--- src/inc/atx_fmt_pkg.sv ---
package atx_fmt_pkg;
   // Transaction codes, bits [7:4] of the control quadlet
   localparam logic [3:0] TCODE_WR_QUAD = 4'h0;
   localparam logic [3:0] TCODE_WR_BLOCK = 4'h1;
   localparam logic [3:0] TCODE_WR_RESP = 4'h2;
   localparam logic [3:0] TCODE_RD_QUAD = 4'h4;
   localparam logic [3:0] TCODE_RD_BLOCK = 4'h5;
   localparam logic [3:0] TCODE_RD_QRESP = 4'h6;
   localparam logic [3:0] TCODE_RD_BRESP = 4'h7;
   localparam logic [3:0] TCODE_LOCK_REQ = 4'h9;
   localparam logic [3:0] TCODE_STREAM = 4'hA;
   localparam logic [3:0] TCODE_LOCK_RESP = 4'hB;
   localparam logic [3:0] TCODE_UNFORMATTED = 4'hE;
   // Control quadlet field positions
   localparam int CTRL_TCODE_LSB = 4;
   localparam int CTRL_LOW_W = 16;
   localparam int CTRL_SPD_LSB = 16;
   localparam int CTRL_UNF_COUNT_LSB = 24;
   localparam int CTRL_UNF_COUNT_W = 8;
   // Length and destination sit in the upper half of their quadlets
   localparam int LEN_LSB = 16;
   localparam int LEN_W = 16;
   localparam int DEST_LSB = 16;
   // Speed codes
   localparam logic [1:0] SPEED_100 = 2'b00;
   localparam logic [1:0] SPEED_200 = 2'b01;
   localparam logic [1:0] SPEED_400 = 2'b10;
   localparam logic [1:0] SPEED_UNDEF = 2'b11;
   // Host quadlets still to read after the source quadlet is built
   localparam int COUNT_W = 15;
   localparam logic [COUNT_W-1:0] REST_NODATA = 15'h0001;
   localparam logic [COUNT_W-1:0] REST_QUAD = 15'h0002;
   localparam logic [COUNT_W-1:0] REST_BLOCK = 15'h0002;
   // Reset values
   localparam logic [31:0] DATA_RESET = 32'h0000_0000;
   localparam logic [15:0] HALF_RESET = 16'h0000;
   localparam logic [COUNT_W-1:0] COUNT_RESET = 15'h0000;
endpackage : atx_fmt_pkg

--- src/rtl/async_transmit_packet_formatter.sv ---
// Contract
// - Partial last quadlet is completed with zero bytes; only whole quadlets sent.
// - Unformatted: control quadlet not sent, rest sent raw, no CRC.
// - Stream packet with zero length is sent as an empty stream packet.
// - Stream packets go out in the asynchronous phase, isochronous wire format.
// - Speed field: 00 100, 01 200, 10 400, 11 undefined.
`timescale 1ns/10ps
`default_nettype none
module async_transmit_packet_formatter
(
   input wire logic clock,
   input wire logic reset,
   input wire logic async_phase,
   input wire logic [15:0] node_id,
   input wire logic [31:0] in_data,
   input wire logic in_valid,
   output logic in_ready,
   output logic [31:0] tx_data,
   output logic tx_valid,
   input wire logic tx_ready,
   output logic tx_first,
   output logic tx_last,
   output logic [1:0] tx_speed,
   output logic tx_crc_enable,
   output logic tx_stream,
   output logic busy,
   output logic format_error
);
   typedef enum logic [1:0] {S_CTRL, S_DEST, S_SRC, S_BODY} state_e;
   function automatic logic [31:0] pad_mask(input logic [1:0] n);
      pad_mask = (n == 2'd0) ? 32'hFFFF_FFFF : ~(32'hFFFF_FFFF >> {n, 3'b000});
   endfunction : pad_mask
   function automatic logic [14:0] quads(input logic [15:0] len);
      quads = 15'(({1'b0, len} + 17'h0_0003) >> 2);
   endfunction : quads
   state_e state_reg, state_next;
   logic [15:0] ctrl_reg, ctrl_next, hold_reg, hold_next, len_field;
   logic [14:0] remain_reg, remain_next;
   logic [1:0] len_reg, len_next, pad_reg, pad_next, tx_speed_reg, tx_speed_next;
   logic len_pend_reg, len_pend_next, data_reg, data_next, skip_reg, skip_next;
   logic unf_reg, unf_next, first_pend_reg, first_pend_next;
   logic [31:0] tx_data_reg, tx_data_next, emit_data;
   logic tx_valid_reg, tx_valid_next, tx_first_reg, tx_first_next, tx_last_reg, tx_last_next;
   logic crc_reg, crc_next, stream_reg, stream_next, in_take, emit, emit_last;
   logic in_ready_reg, in_ready_next, busy_reg, busy_next, err_reg, err_next;
   logic [3:0] tcode;
   logic [7:0] unf_count;
   assign in_take = in_valid && in_ready_reg;
   assign tcode = in_data[atx_fmt_pkg::CTRL_TCODE_LSB +: 4];
   assign len_field = in_data[atx_fmt_pkg::LEN_LSB +: atx_fmt_pkg::LEN_W];
   assign unf_count = in_data[atx_fmt_pkg::CTRL_UNF_COUNT_LSB +: atx_fmt_pkg::CTRL_UNF_COUNT_W];

   always_comb
   begin
      state_next = state_reg;
      ctrl_next = ctrl_reg;
      hold_next = hold_reg;
      remain_next = remain_reg;
      len_next = len_reg;
      len_pend_next = len_pend_reg;
      data_next = data_reg;
      skip_next = skip_reg;
      unf_next = unf_reg;
      first_pend_next = first_pend_reg;
      tx_speed_next = tx_speed_reg;
      crc_next = crc_reg;
      stream_next = stream_reg;
      busy_next = busy_reg;
      err_next = 1'b0;
      emit = 1'b0;
      emit_last = 1'b0;
      emit_data = in_data;
      pad_next = 2'd0;
      tx_data_next = tx_data_reg;
      tx_valid_next = tx_valid_reg && !tx_ready;
      tx_first_next = tx_first_reg;
      tx_last_next = tx_last_reg;
      unique case (state_reg)
         S_CTRL:
            if (in_take)
            begin
               ctrl_next = in_data[atx_fmt_pkg::CTRL_LOW_W-1:0];
               first_pend_next = 1'b1;
               busy_next = 1'b1;
               data_next = 1'b0;
               skip_next = 1'b0;
               len_pend_next = 1'b0;
               unf_next = 1'b0;
               crc_next = 1'b1;
               stream_next = 1'b0;
               state_next = S_DEST;
               tx_speed_next = in_data[atx_fmt_pkg::CTRL_SPD_LSB +: 2];
               err_next = (tx_speed_next == atx_fmt_pkg::SPEED_UNDEF);
               if (err_next)
                  tx_speed_next = atx_fmt_pkg::SPEED_100;
               unique case (tcode)
                  atx_fmt_pkg::TCODE_RD_QUAD, atx_fmt_pkg::TCODE_WR_RESP:
                     remain_next = atx_fmt_pkg::REST_NODATA;
                  atx_fmt_pkg::TCODE_WR_QUAD, atx_fmt_pkg::TCODE_RD_QRESP,
                  atx_fmt_pkg::TCODE_RD_BLOCK:
                     remain_next = atx_fmt_pkg::REST_QUAD;
                  atx_fmt_pkg::TCODE_WR_BLOCK, atx_fmt_pkg::TCODE_RD_BRESP,
                  atx_fmt_pkg::TCODE_LOCK_REQ, atx_fmt_pkg::TCODE_LOCK_RESP:
                  begin
                     remain_next = atx_fmt_pkg::REST_BLOCK;
                     len_pend_next = 1'b1;
                  end
                  atx_fmt_pkg::TCODE_STREAM:
                     stream_next = 1'b1;
                  atx_fmt_pkg::TCODE_UNFORMATTED:
                  begin
                     unf_next = 1'b1;
                     crc_next = 1'b0;
                     remain_next = {7'h00, unf_count};
                     state_next = (unf_count == 8'h00) ? S_CTRL : S_BODY;
                     busy_next = (unf_count != 8'h00);
                  end
                  default:
                  begin
                     remain_next = atx_fmt_pkg::REST_NODATA;
                     err_next = 1'b1;
                  end
               endcase
            end
         S_DEST:
            if (in_take)
            begin
               hold_next = in_data[15:0];
               emit = 1'b1;
               if (stream_reg)
               begin
                  emit_last = (len_field == 16'h0000);
                  remain_next = 15'h0001 + quads(len_field);
                  len_next = len_field[1:0];
                  skip_next = 1'b1;
                  state_next = S_BODY;
               end
               else
               begin
                  emit_data = {in_data[atx_fmt_pkg::DEST_LSB +: 16], ctrl_reg};
                  state_next = S_SRC;
               end
            end
         S_SRC:
            if (!tx_valid_reg || tx_ready)
            begin
               emit = 1'b1;
               emit_data = {node_id, hold_reg};
               state_next = S_BODY;
            end
         S_BODY:
            if (in_take)
            begin
               remain_next = remain_reg - 15'h0001;
               if (skip_reg)
               begin
                  skip_next = 1'b0;
                  data_next = 1'b1;
               end
               else if (len_pend_reg && remain_reg == 15'h0001)
               begin
                  emit = 1'b1;
                  emit_last = (len_field == 16'h0000);
                  remain_next = quads(len_field);
                  len_next = len_field[1:0];
                  len_pend_next = 1'b0;
                  data_next = 1'b1;
               end
               else
               begin
                  emit = 1'b1;
                  emit_last = (remain_reg == 15'h0001);
                  pad_next = (data_reg && emit_last) ? len_reg : 2'd0;
                  emit_data = in_data & pad_mask(pad_next);
               end
               if (remain_next == atx_fmt_pkg::COUNT_RESET)
               begin
                  state_next = S_CTRL;
                  busy_next = 1'b0;
               end
            end
      endcase
      if (emit)
      begin
         tx_data_next = emit_data;
         tx_valid_next = 1'b1;
         tx_last_next = emit_last;
         tx_first_next = first_pend_reg;
      end
      // Input is taken only when the output slot is sure to be free
      in_ready_next = !in_take && !tx_valid_next && !emit &&
         ((state_next == S_CTRL && async_phase) || state_next == S_DEST ||
          state_next == S_BODY);
   end

   always_ff @(posedge clock or posedge reset)
   begin
      if (reset)
      begin
         state_reg <= S_CTRL;
         ctrl_reg <= atx_fmt_pkg::HALF_RESET;
         hold_reg <= atx_fmt_pkg::HALF_RESET;
         remain_reg <= atx_fmt_pkg::COUNT_RESET;
         len_reg <= 2'd0;
         pad_reg <= 2'd0;
         len_pend_reg <= 1'b0;
         data_reg <= 1'b0;
         skip_reg <= 1'b0;
         unf_reg <= 1'b0;
         first_pend_reg <= 1'b0;
         tx_data_reg <= atx_fmt_pkg::DATA_RESET;
         tx_valid_reg <= 1'b0;
         tx_first_reg <= 1'b0;
         tx_last_reg <= 1'b0;
         tx_speed_reg <= atx_fmt_pkg::SPEED_100;
         crc_reg <= 1'b1;
         stream_reg <= 1'b0;
         in_ready_reg <= 1'b0;
         busy_reg <= 1'b0;
         err_reg <= 1'b0;
      end
      else
      begin
         state_reg <= state_next;
         ctrl_reg <= ctrl_next;
         hold_reg <= hold_next;
         remain_reg <= remain_next;
         len_reg <= len_next;
         pad_reg <= emit ? pad_next : pad_reg;
         len_pend_reg <= len_pend_next;
         data_reg <= data_next;
         skip_reg <= skip_next;
         unf_reg <= unf_next;
         first_pend_reg <= emit ? 1'b0 : first_pend_next;
         tx_data_reg <= tx_data_next;
         tx_valid_reg <= tx_valid_next;
         tx_first_reg <= tx_first_next;
         tx_last_reg <= tx_last_next;
         tx_speed_reg <= tx_speed_next;
         crc_reg <= crc_next;
         stream_reg <= stream_next;
         in_ready_reg <= in_ready_next;
         busy_reg <= busy_next;
         err_reg <= err_next;
      end
   end

   assign in_ready = in_ready_reg;
   assign tx_data = tx_data_reg;
   assign tx_valid = tx_valid_reg;
   assign tx_first = tx_first_reg;
   assign tx_last = tx_last_reg;
   assign tx_speed = tx_speed_reg;
   assign tx_crc_enable = crc_reg;
   assign tx_stream = stream_reg;
   assign busy = busy_reg;
   assign format_error = err_reg;

   a_pad_zero: assert property (@(posedge clock) disable iff (reset)
      tx_valid_reg && pad_reg != 2'd0 |-> tx_last_reg && (tx_data_reg & ~pad_mask(pad_reg)) == 32'h0000_0000)
      else $error("Padding bytes of last quadlet not zero");
   a_unf_no_crc: assert property (@(posedge clock) disable iff (reset)
      tx_valid_reg && unf_reg |-> !tx_crc_enable && !tx_stream)
      else $error("Unformatted packet sent with CRC");
   a_unf_skip_ctrl: assert property (@(posedge clock) disable iff (reset)
      in_take && state_reg == S_CTRL && tcode == atx_fmt_pkg::TCODE_UNFORMATTED |=> !tx_first_reg || !tx_valid_reg || tx_data_reg != $past(in_data))
      else $error("Unformatted control quadlet was sent");
   a_empty_stream: assert property (@(posedge clock) disable iff (reset)
      in_take && state_reg == S_DEST && stream_reg && len_field == 16'h0000 |=> tx_valid_reg && tx_last_reg && tx_stream && tx_first_reg)
      else $error("Empty stream packet not sent as single quadlet");
   a_async_phase: assert property (@(posedge clock) disable iff (reset)
      in_take && state_reg == S_CTRL |-> $past(async_phase))
      else $error("Packet started outside asynchronous phase");
   a_speed_defined: assert property (@(posedge clock) disable iff (reset)
      tx_valid_reg |-> tx_speed_reg != atx_fmt_pkg::SPEED_UNDEF)
      else $error("Undefined speed code on output");
   a_block_count: assert property (@(posedge clock) disable iff (reset)
      in_take && state_reg == S_BODY && len_pend_reg && remain_reg == 15'h0001 |=> remain_reg == quads($past(len_field)))
      else $error("Block data quadlet count wrong");
   a_ctrl_leaves: assert property (@(posedge clock) disable iff (reset)
      in_take && state_reg == S_CTRL && tcode != atx_fmt_pkg::TCODE_UNFORMATTED |=> state_reg == S_DEST && busy_reg)
      else $error("Control quadlet not decoded");
endmodule : async_transmit_packet_formatter
`default_nettype wire

--- config.mk ---
export PLATFORM = sky130hd
export DESIGN_NAME = async_transmit_packet_formatter
export DESIGN_NICKNAME = d
export VERILOG_FILES = /design/src/inc/atx_fmt_pkg.sv /design/src/rtl/async_transmit_packet_formatter.sv
export SDC_FILE = /design/constraint.sdc
export NUM_CORES = 1
export LEC_CHECK = 0
export ABC_AREA = 0
export BUFFER_PORTS_ARGS = -buffer_cell sky130_fd_sc_hd__buf_2
export CELL_PAD_IN_SITES_DETAIL_PLACEMENT = 1
export CELL_PAD_IN_SITES_GLOBAL_PLACEMENT = 1
export CORE_MARGIN = 8
export CORE_UTILIZATION = 40
export CTS_CLUSTER_DIAMETER = 100
export CTS_CLUSTER_SIZE = 25
export DETAILED_ROUTE_END_ITERATION = 16
export PLACE_DENSITY_LB_ADDON = 0.1
export SYNTH_ARGS = -nofsm -noshare
export SYNTH_HDL_FRONTEND = slang
export SYNTH_SLANG_ARGS = --single-unit
--- constraint.sdc ---
create_clock -name clock -period 5.9 [get_ports clock]
set_input_delay 1.475 -clock clock [delete_from_list [all_inputs] [get_ports clock]]
set_output_delay 1.475 -clock clock [all_outputs]
set_load 0.02 [all_outputs]
; ---- After elaboration in Yosys (flattened, before gate mapping)
; Index checks and enable logic that the tools add are counted.
[totals]
ff_bits = 97
output_inout_bits = 42
wordCells = 169
[classes]
addsub = 3
n_eq_ne = 27
shifts = 1
mux = 74
bitwise_logic = 2
n_reduce_logical = 43
[op_table]
columns = op, count
row1 = 32-bit two-way mux, 5
row2 = 15-bit two-way mux, 8
row3 = 32-bit case mux with 3 select lines, 1
row4 = 15-bit case mux with 3 select lines, 2
row5 = 1-bit two-way mux, 34
row6 = 32-bit bitwise AND, 1
row7 = 16-bit two-way mux, 2
row8 = 32-bit NOT, 1
row9 = "32-bit by 5-bit >> shifter with 32-bit output, first input constant", 1
row10 = 2-bit two-way mux, 14
row11 = "16-bit by 2-bit adder with 17-bit output, second input constant", 1
row12 = "4-bit by 3-bit == test with 1-bit output, second input constant", 4
row13 = "4-bit == test, second input constant", 4
row14 = 16-bit zero test, 1
row15 = "2-bit != test, second input constant", 8
row16 = "1-bit by 15-bit adder with 15-bit output, first input constant", 1
row17 = "15-bit by 1-bit == test with 1-bit output, second input constant", 1
row18 = 15-bit zero test, 1
row19 = "15-bit by 1-bit subtractor with 15-bit output, second input constant", 1
row20 = 4-bit AND reduction, 3
row21 = 6-bit AND reduction, 2
row22 = 11-bit OR reduction, 1
row23 = 1-bit case mux with 2 select lines, 5
row24 = 2-bit nonzero test, 5
row25 = 22 further kinds, 43

; ---- Longest topological paths before layout
[depth]
depth_word = 15
depth_mapped = 11
depth_no_buf = 10

; ---- Worst setup path after synthesis
; OpenSTA, ideal clock, no wires.
[synth_path]
kind = input -> register
start = input port in_data[16]
end = register remain_reg[10]
arrival_time_ps = 3258
required_ps = 5784
setup_slack_ps = 2526
stages = 10
path_cell_list = buf_2 > o21a_1 > buf_2 > xnor2_1 > ha_1 > maj3_1 > nand3_1 > nor2_1 > xnor2_1 > o311ai_0
[synth_via]
elab_chain_len = 7
[synth_rtl]
columns = item, line
row1 = from (decl), async_transmit_packet_formatter.sv:15  ; input wire logic [31:0] in_data,
row2 = 16-bit by 2-bit adder with 17-bit output *, async_transmit_packet_formatter.sv:34  ; quads = 15'(({1'b0, len} + 17'h0_0003) >> 2);
row3 = branches (longest 5 deep; another with 1-bit by 15-bit adder with 15-bit output), --
row4 = 15-bit case mux with 3 select lines *, async_transmit_packet_formatter.sv:78  ; unique case (state_reg)
row5 = to (signal assigned), async_transmit_packet_formatter.sv:203  ; remain_reg <= atx_fmt_pkg::COUNT_RESET;
row6 = to (signal assigned), async_transmit_packet_formatter.sv:227  ; remain_reg <= remain_next;
row7 = to (decl), async_transmit_packet_formatter.sv:38  ; logic [14:0] remain_reg, remain_next;
; Mark *: on every way between the ends. The select of a mux whose other input is x is not followed.
; A chain may end at the register's enable or synchronous reset.

; ---- Worst setup path after layout
[layout_path]
start = input port in_valid
end = register tx_data_reg[11], in the netlist tx_data[11]
[layout_via]
elab_chain_len = 3
[layout_rtl]
columns = item, line
row1 = from (decl), async_transmit_packet_formatter.sv:16  ; input wire logic in_valid,
row2 = 1-bit logical AND *, async_transmit_packet_formatter.sv:48  ; assign in_take = in_valid && in_ready_reg;
row3 = 32-bit two-way mux (tied with other cells), async_transmit_packet_formatter.sv:152  ; if (in_take)
row4 = 32-bit case mux with 3 select lines or 1-bit case mux with 3 select lines (tied branches), async_transmit_packet_formatter.sv:78
row5 = to (signal assigned), async_transmit_packet_formatter.sv:211  ; tx_data_reg <= atx_fmt_pkg::DATA_RESET;
row6 = to (signal assigned), async_transmit_packet_formatter.sv:235  ; tx_data_reg <= tx_data_next;
row7 = to (decl), async_transmit_packet_formatter.sv:42  ; logic [31:0] tx_data_reg, tx_data_next, emit_data;
; Mark *: on every way between the ends. The rest lies on a longest branch, timed or not.

==> qor.txt <==
Fraction of layout cells with a size suffix above 1: 0.2401
RD Place Congestion: 0.8694
Share of the synthesized area in the top cell type: 0.3920
Synthesized netlist cell count: 671
Cell area after layout: 0.006954 mm2
Yosys top cell by area: sky130_fd_sc_hd__dfrtp_1
Die height: 139.8 um
Compound-cell area share of the yosys netlist: 0.2129
Crit-path max FO: 30
Total routing usage reported by global routing: 0.2109
TritonCTS clock tree: built
Overflow left after global routing: 0
Layout-stage area growth over the synthesis result: 13.47%
Inserted Clock Buffers: 9
Quantity of gates resized following cts: 0
FF+latch count, synth: 97
Arrival @ worst endpoint: 3.59 ns
Sequential area share after synthesis: 0.3963
Type of the worst min-delay path: reg2reg
DR vias/cell: 6.124
Hold-fix buffer count after cts: 0
Final setup violation count: 0
CP Data Required Time: 6.13 ns
# Max-Cap Violations: 0
WL/cell: 22.60 um
Vias in the first global route: 5879
Number of levels in the clock H-tree: 3
Number of routed nets with antenna violations: 0
Most common library cell in the layout ignoring fill and taps: sky130_fd_sc_hd__dfrtp_1
Shortest clock period the worst path allows after layout: 3.362 ns
Type of element launching the critical path: input port
Post-Route Utilization: 0.4609
Flip-flop count of the largest register, all copies and words added: 32
Total I/O pin count: 95
HPWL after detailed placement: 15100 um
Cell Area, Placed: 0.006666 mm2
Clock Tree Buf Depth: 2
Predominant post-synthesis flop cell: sky130_fd_sc_hd__dfrtp_1
Pwr per Cell Area: 545.9 mW/mm2
Number of sinks on the clock net: 97
Count of buffers from port buffering: 94
Initial DRT Pass Iterations: 5
Endpoint type of the worst setup path: flop
Clock insertion delay at the later pin of the skew report: 0.35 ns
Result of the run: finished, final reports clean
Total negative setup slack: 0 ns
Mean area per synthesized cell: 9.133 um2
Cell types with the largest area share after synthesis: sky130_fd_sc_hd__dfrtp_1 (39%), sky130_fd_sc_hd__mux2_2 (7.3%), sky130_fd_sc_hd__nor2_1 (4.0%), sky130_fd_sc_hd__xnor2_1 (3.6%), sky130_fd_sc_hd__nand2_1 (3.5%)
Clock slew seen by the registers of the worst setup and hold paths: 0.07 ns
Commonest non-fill, non-tap cells in the layout: sky130_fd_sc_hd__dfrtp_1 (96), sky130_fd_sc_hd__buf_2 (94), sky130_fd_sc_hd__nor2_1 (65), sky130_fd_sc_hd__nand2_1 (57), sky130_fd_sc_hd__mux2_2 (40)
Synthesized netlist net count: 733
Total power of the final layout: 3796 uW
Effective utilization at floorplan: 0.4061
Proportion of synthesized flip-flops having asynchronous set or reset: 1.000
Netlist cell types: 75
Adder-cell share of the synthesized area: 0.02001
Maximum number of pins on one net before global-route repair: 53
Floorplan Core Area: 0.01509 mm2
Number of nets in the layout: 790
Synthesized-area fraction occupied by and/or/nand/nor cells: 0.1703
Main combinational cell family by area after synthesis: compound AO/OA/AOI/OAI gates
Rel. slew slack: 0.2220
Xor and xnor area share after synthesis: 0.05288
Timing-limited maximum frequency: 297.4 MHz
Floorplan row count: 45
Total inserted antenna cells: 0
Final hold slack: 0.4833 ns
Leak pwr: 0.002959 uW
Die Outline Area: 0.01954 mm2
Number of enable flip-flop cells after synthesis: 0
Cell at the root of the clock tree: sky130_fd_sc_hd__clkbuf_16
Number of pins exceeding their max-slew limit in the final report: 0
Via count: 5640
Syn Std Cell Area: 0.006128 mm2
Yosys synthesis warning count: 0
Width of the die: 139.8 um
Hold Vio Cnt, Final: 0
Worst-Margin Slew: 1.164 ns
Crit share post-route: 0.5698
RSZ-0062 raised after global routing: no
Post-CTS Setup Inserts: 0
Crit Path Class: in2reg
Share of synthesized area spent on multiplexers: 0.09167
WL final: 20810 um
First-iteration detailed-routing DRC count: 401
First-pass GRT wire length: 33240 um
Worst vdd rail ir drop: 221.2 uV
Detailed-route DRC error count: 0
Clock Skew: 0.009433 ns
Number of antenna violations at the first check in global routing: 1
cell type report:
cell class | instances | area, um2
clock buffers | 9 | 225.2
clock inverters | 7 | 62.56
fillers | 1768 | 8135
inverters | 29 | 111.4
multi-input cells | 490 | 3368
flip-flops and latches | 97 | 2429
well taps | 188 | 235.2
repair buffers | 101 | 523.0
stage by stage:
stage	std cells	setup slack [ns]
final	921	2.538
after global routing	921	2.334
after CTS	921	2.484
after detailed placement	905	2.115
after global placement	905	2.236
after floorplan	671	1.893
routing by layer:
metal  wire length [um]  GRT usage  share of wire  vias up
met3                890    0.03044          0.043       21
met4                261    0.05543          0.013        2
li1                   -          -              -     2576
met2              10030     0.3403           0.48      154
met1               9614     0.2895           0.46     2887
met5                 16          0        0.00077        -
path summary, 6_finish.rpt:
check	from	end	slack, ns	cells after the start
max	in_valid	tx_data[11]$_DFFE_PP0P_	2.54	7
max reg2reg	state_reg[1]$_DFF_PP0_	remain_reg[10]$_DFFE_PP0P_	2.56	5
min reg2reg	first_pend_reg$_DFFE_PP0P_	first_pend_reg$_DFFE_PP0P_	0.48	2
max in group asynchronous	reset	tx_data[29]$_DFFE_PP0P_	3.56	3
min	first_pend_reg$_DFFE_PP0P_	first_pend_reg$_DFFE_PP0P_	0.48	2
min in group asynchronous	reset	tx_last$_DFFE_PP0P_	1.18	2
report_power, final:
group	switching [uW]	leakage, uW	internal (uW)
clock	290	0.000136	294
sequential	269	0.00117	993
combinational	1230	0.00165	716
worst max-delay path, stage by stage:
cell and delay (ns):
sky130_fd_sc_hd__buf_2 0.10, sky130_fd_sc_hd__and2_1 0.31, sky130_fd_sc_hd__o21ai_0 0.26, sky130_fd_sc_hd__nand2_1 0.13, sky130_fd_sc_hd__nand2_1 0.65, sky130_fd_sc_hd__a221oi_1 0.52, sky130_fd_sc_hd__o2bb2ai_1 0.13
cell usage after synthesis, drive strengths merged, types with 3 or more instances:
cell type  number
a211oi          6
a21oi          39
a221oi         22
a22oi          12
a31oi          11
a32oi           3
and4            3
buf            19
clkbuf         36
dfrtp          96
ha              9
inv            28
mux2           43
mux2i           7
nand2          57
nand2b          4
nand3          16
nand4          14
nor2           66
nor2b           3
nor3           14
nor3b           4
nor4           11
o2111ai         3
o211ai          5
o21a            6
o21ai          32
o22ai           8
o2bb2ai        15
o31ai           5
xnor2          25
xor2           12
kinds of logic after synthesis:
kind of cell	after synthesis
AOI/OAI and AO/OA	185
xor gates and xnor gates	37
adders and majority gates	10
buffers and inverters	84
DFF	97
muxes	50
and+or+nand+nor	208
Note: power is estimated with default switching activity, not from simulation.
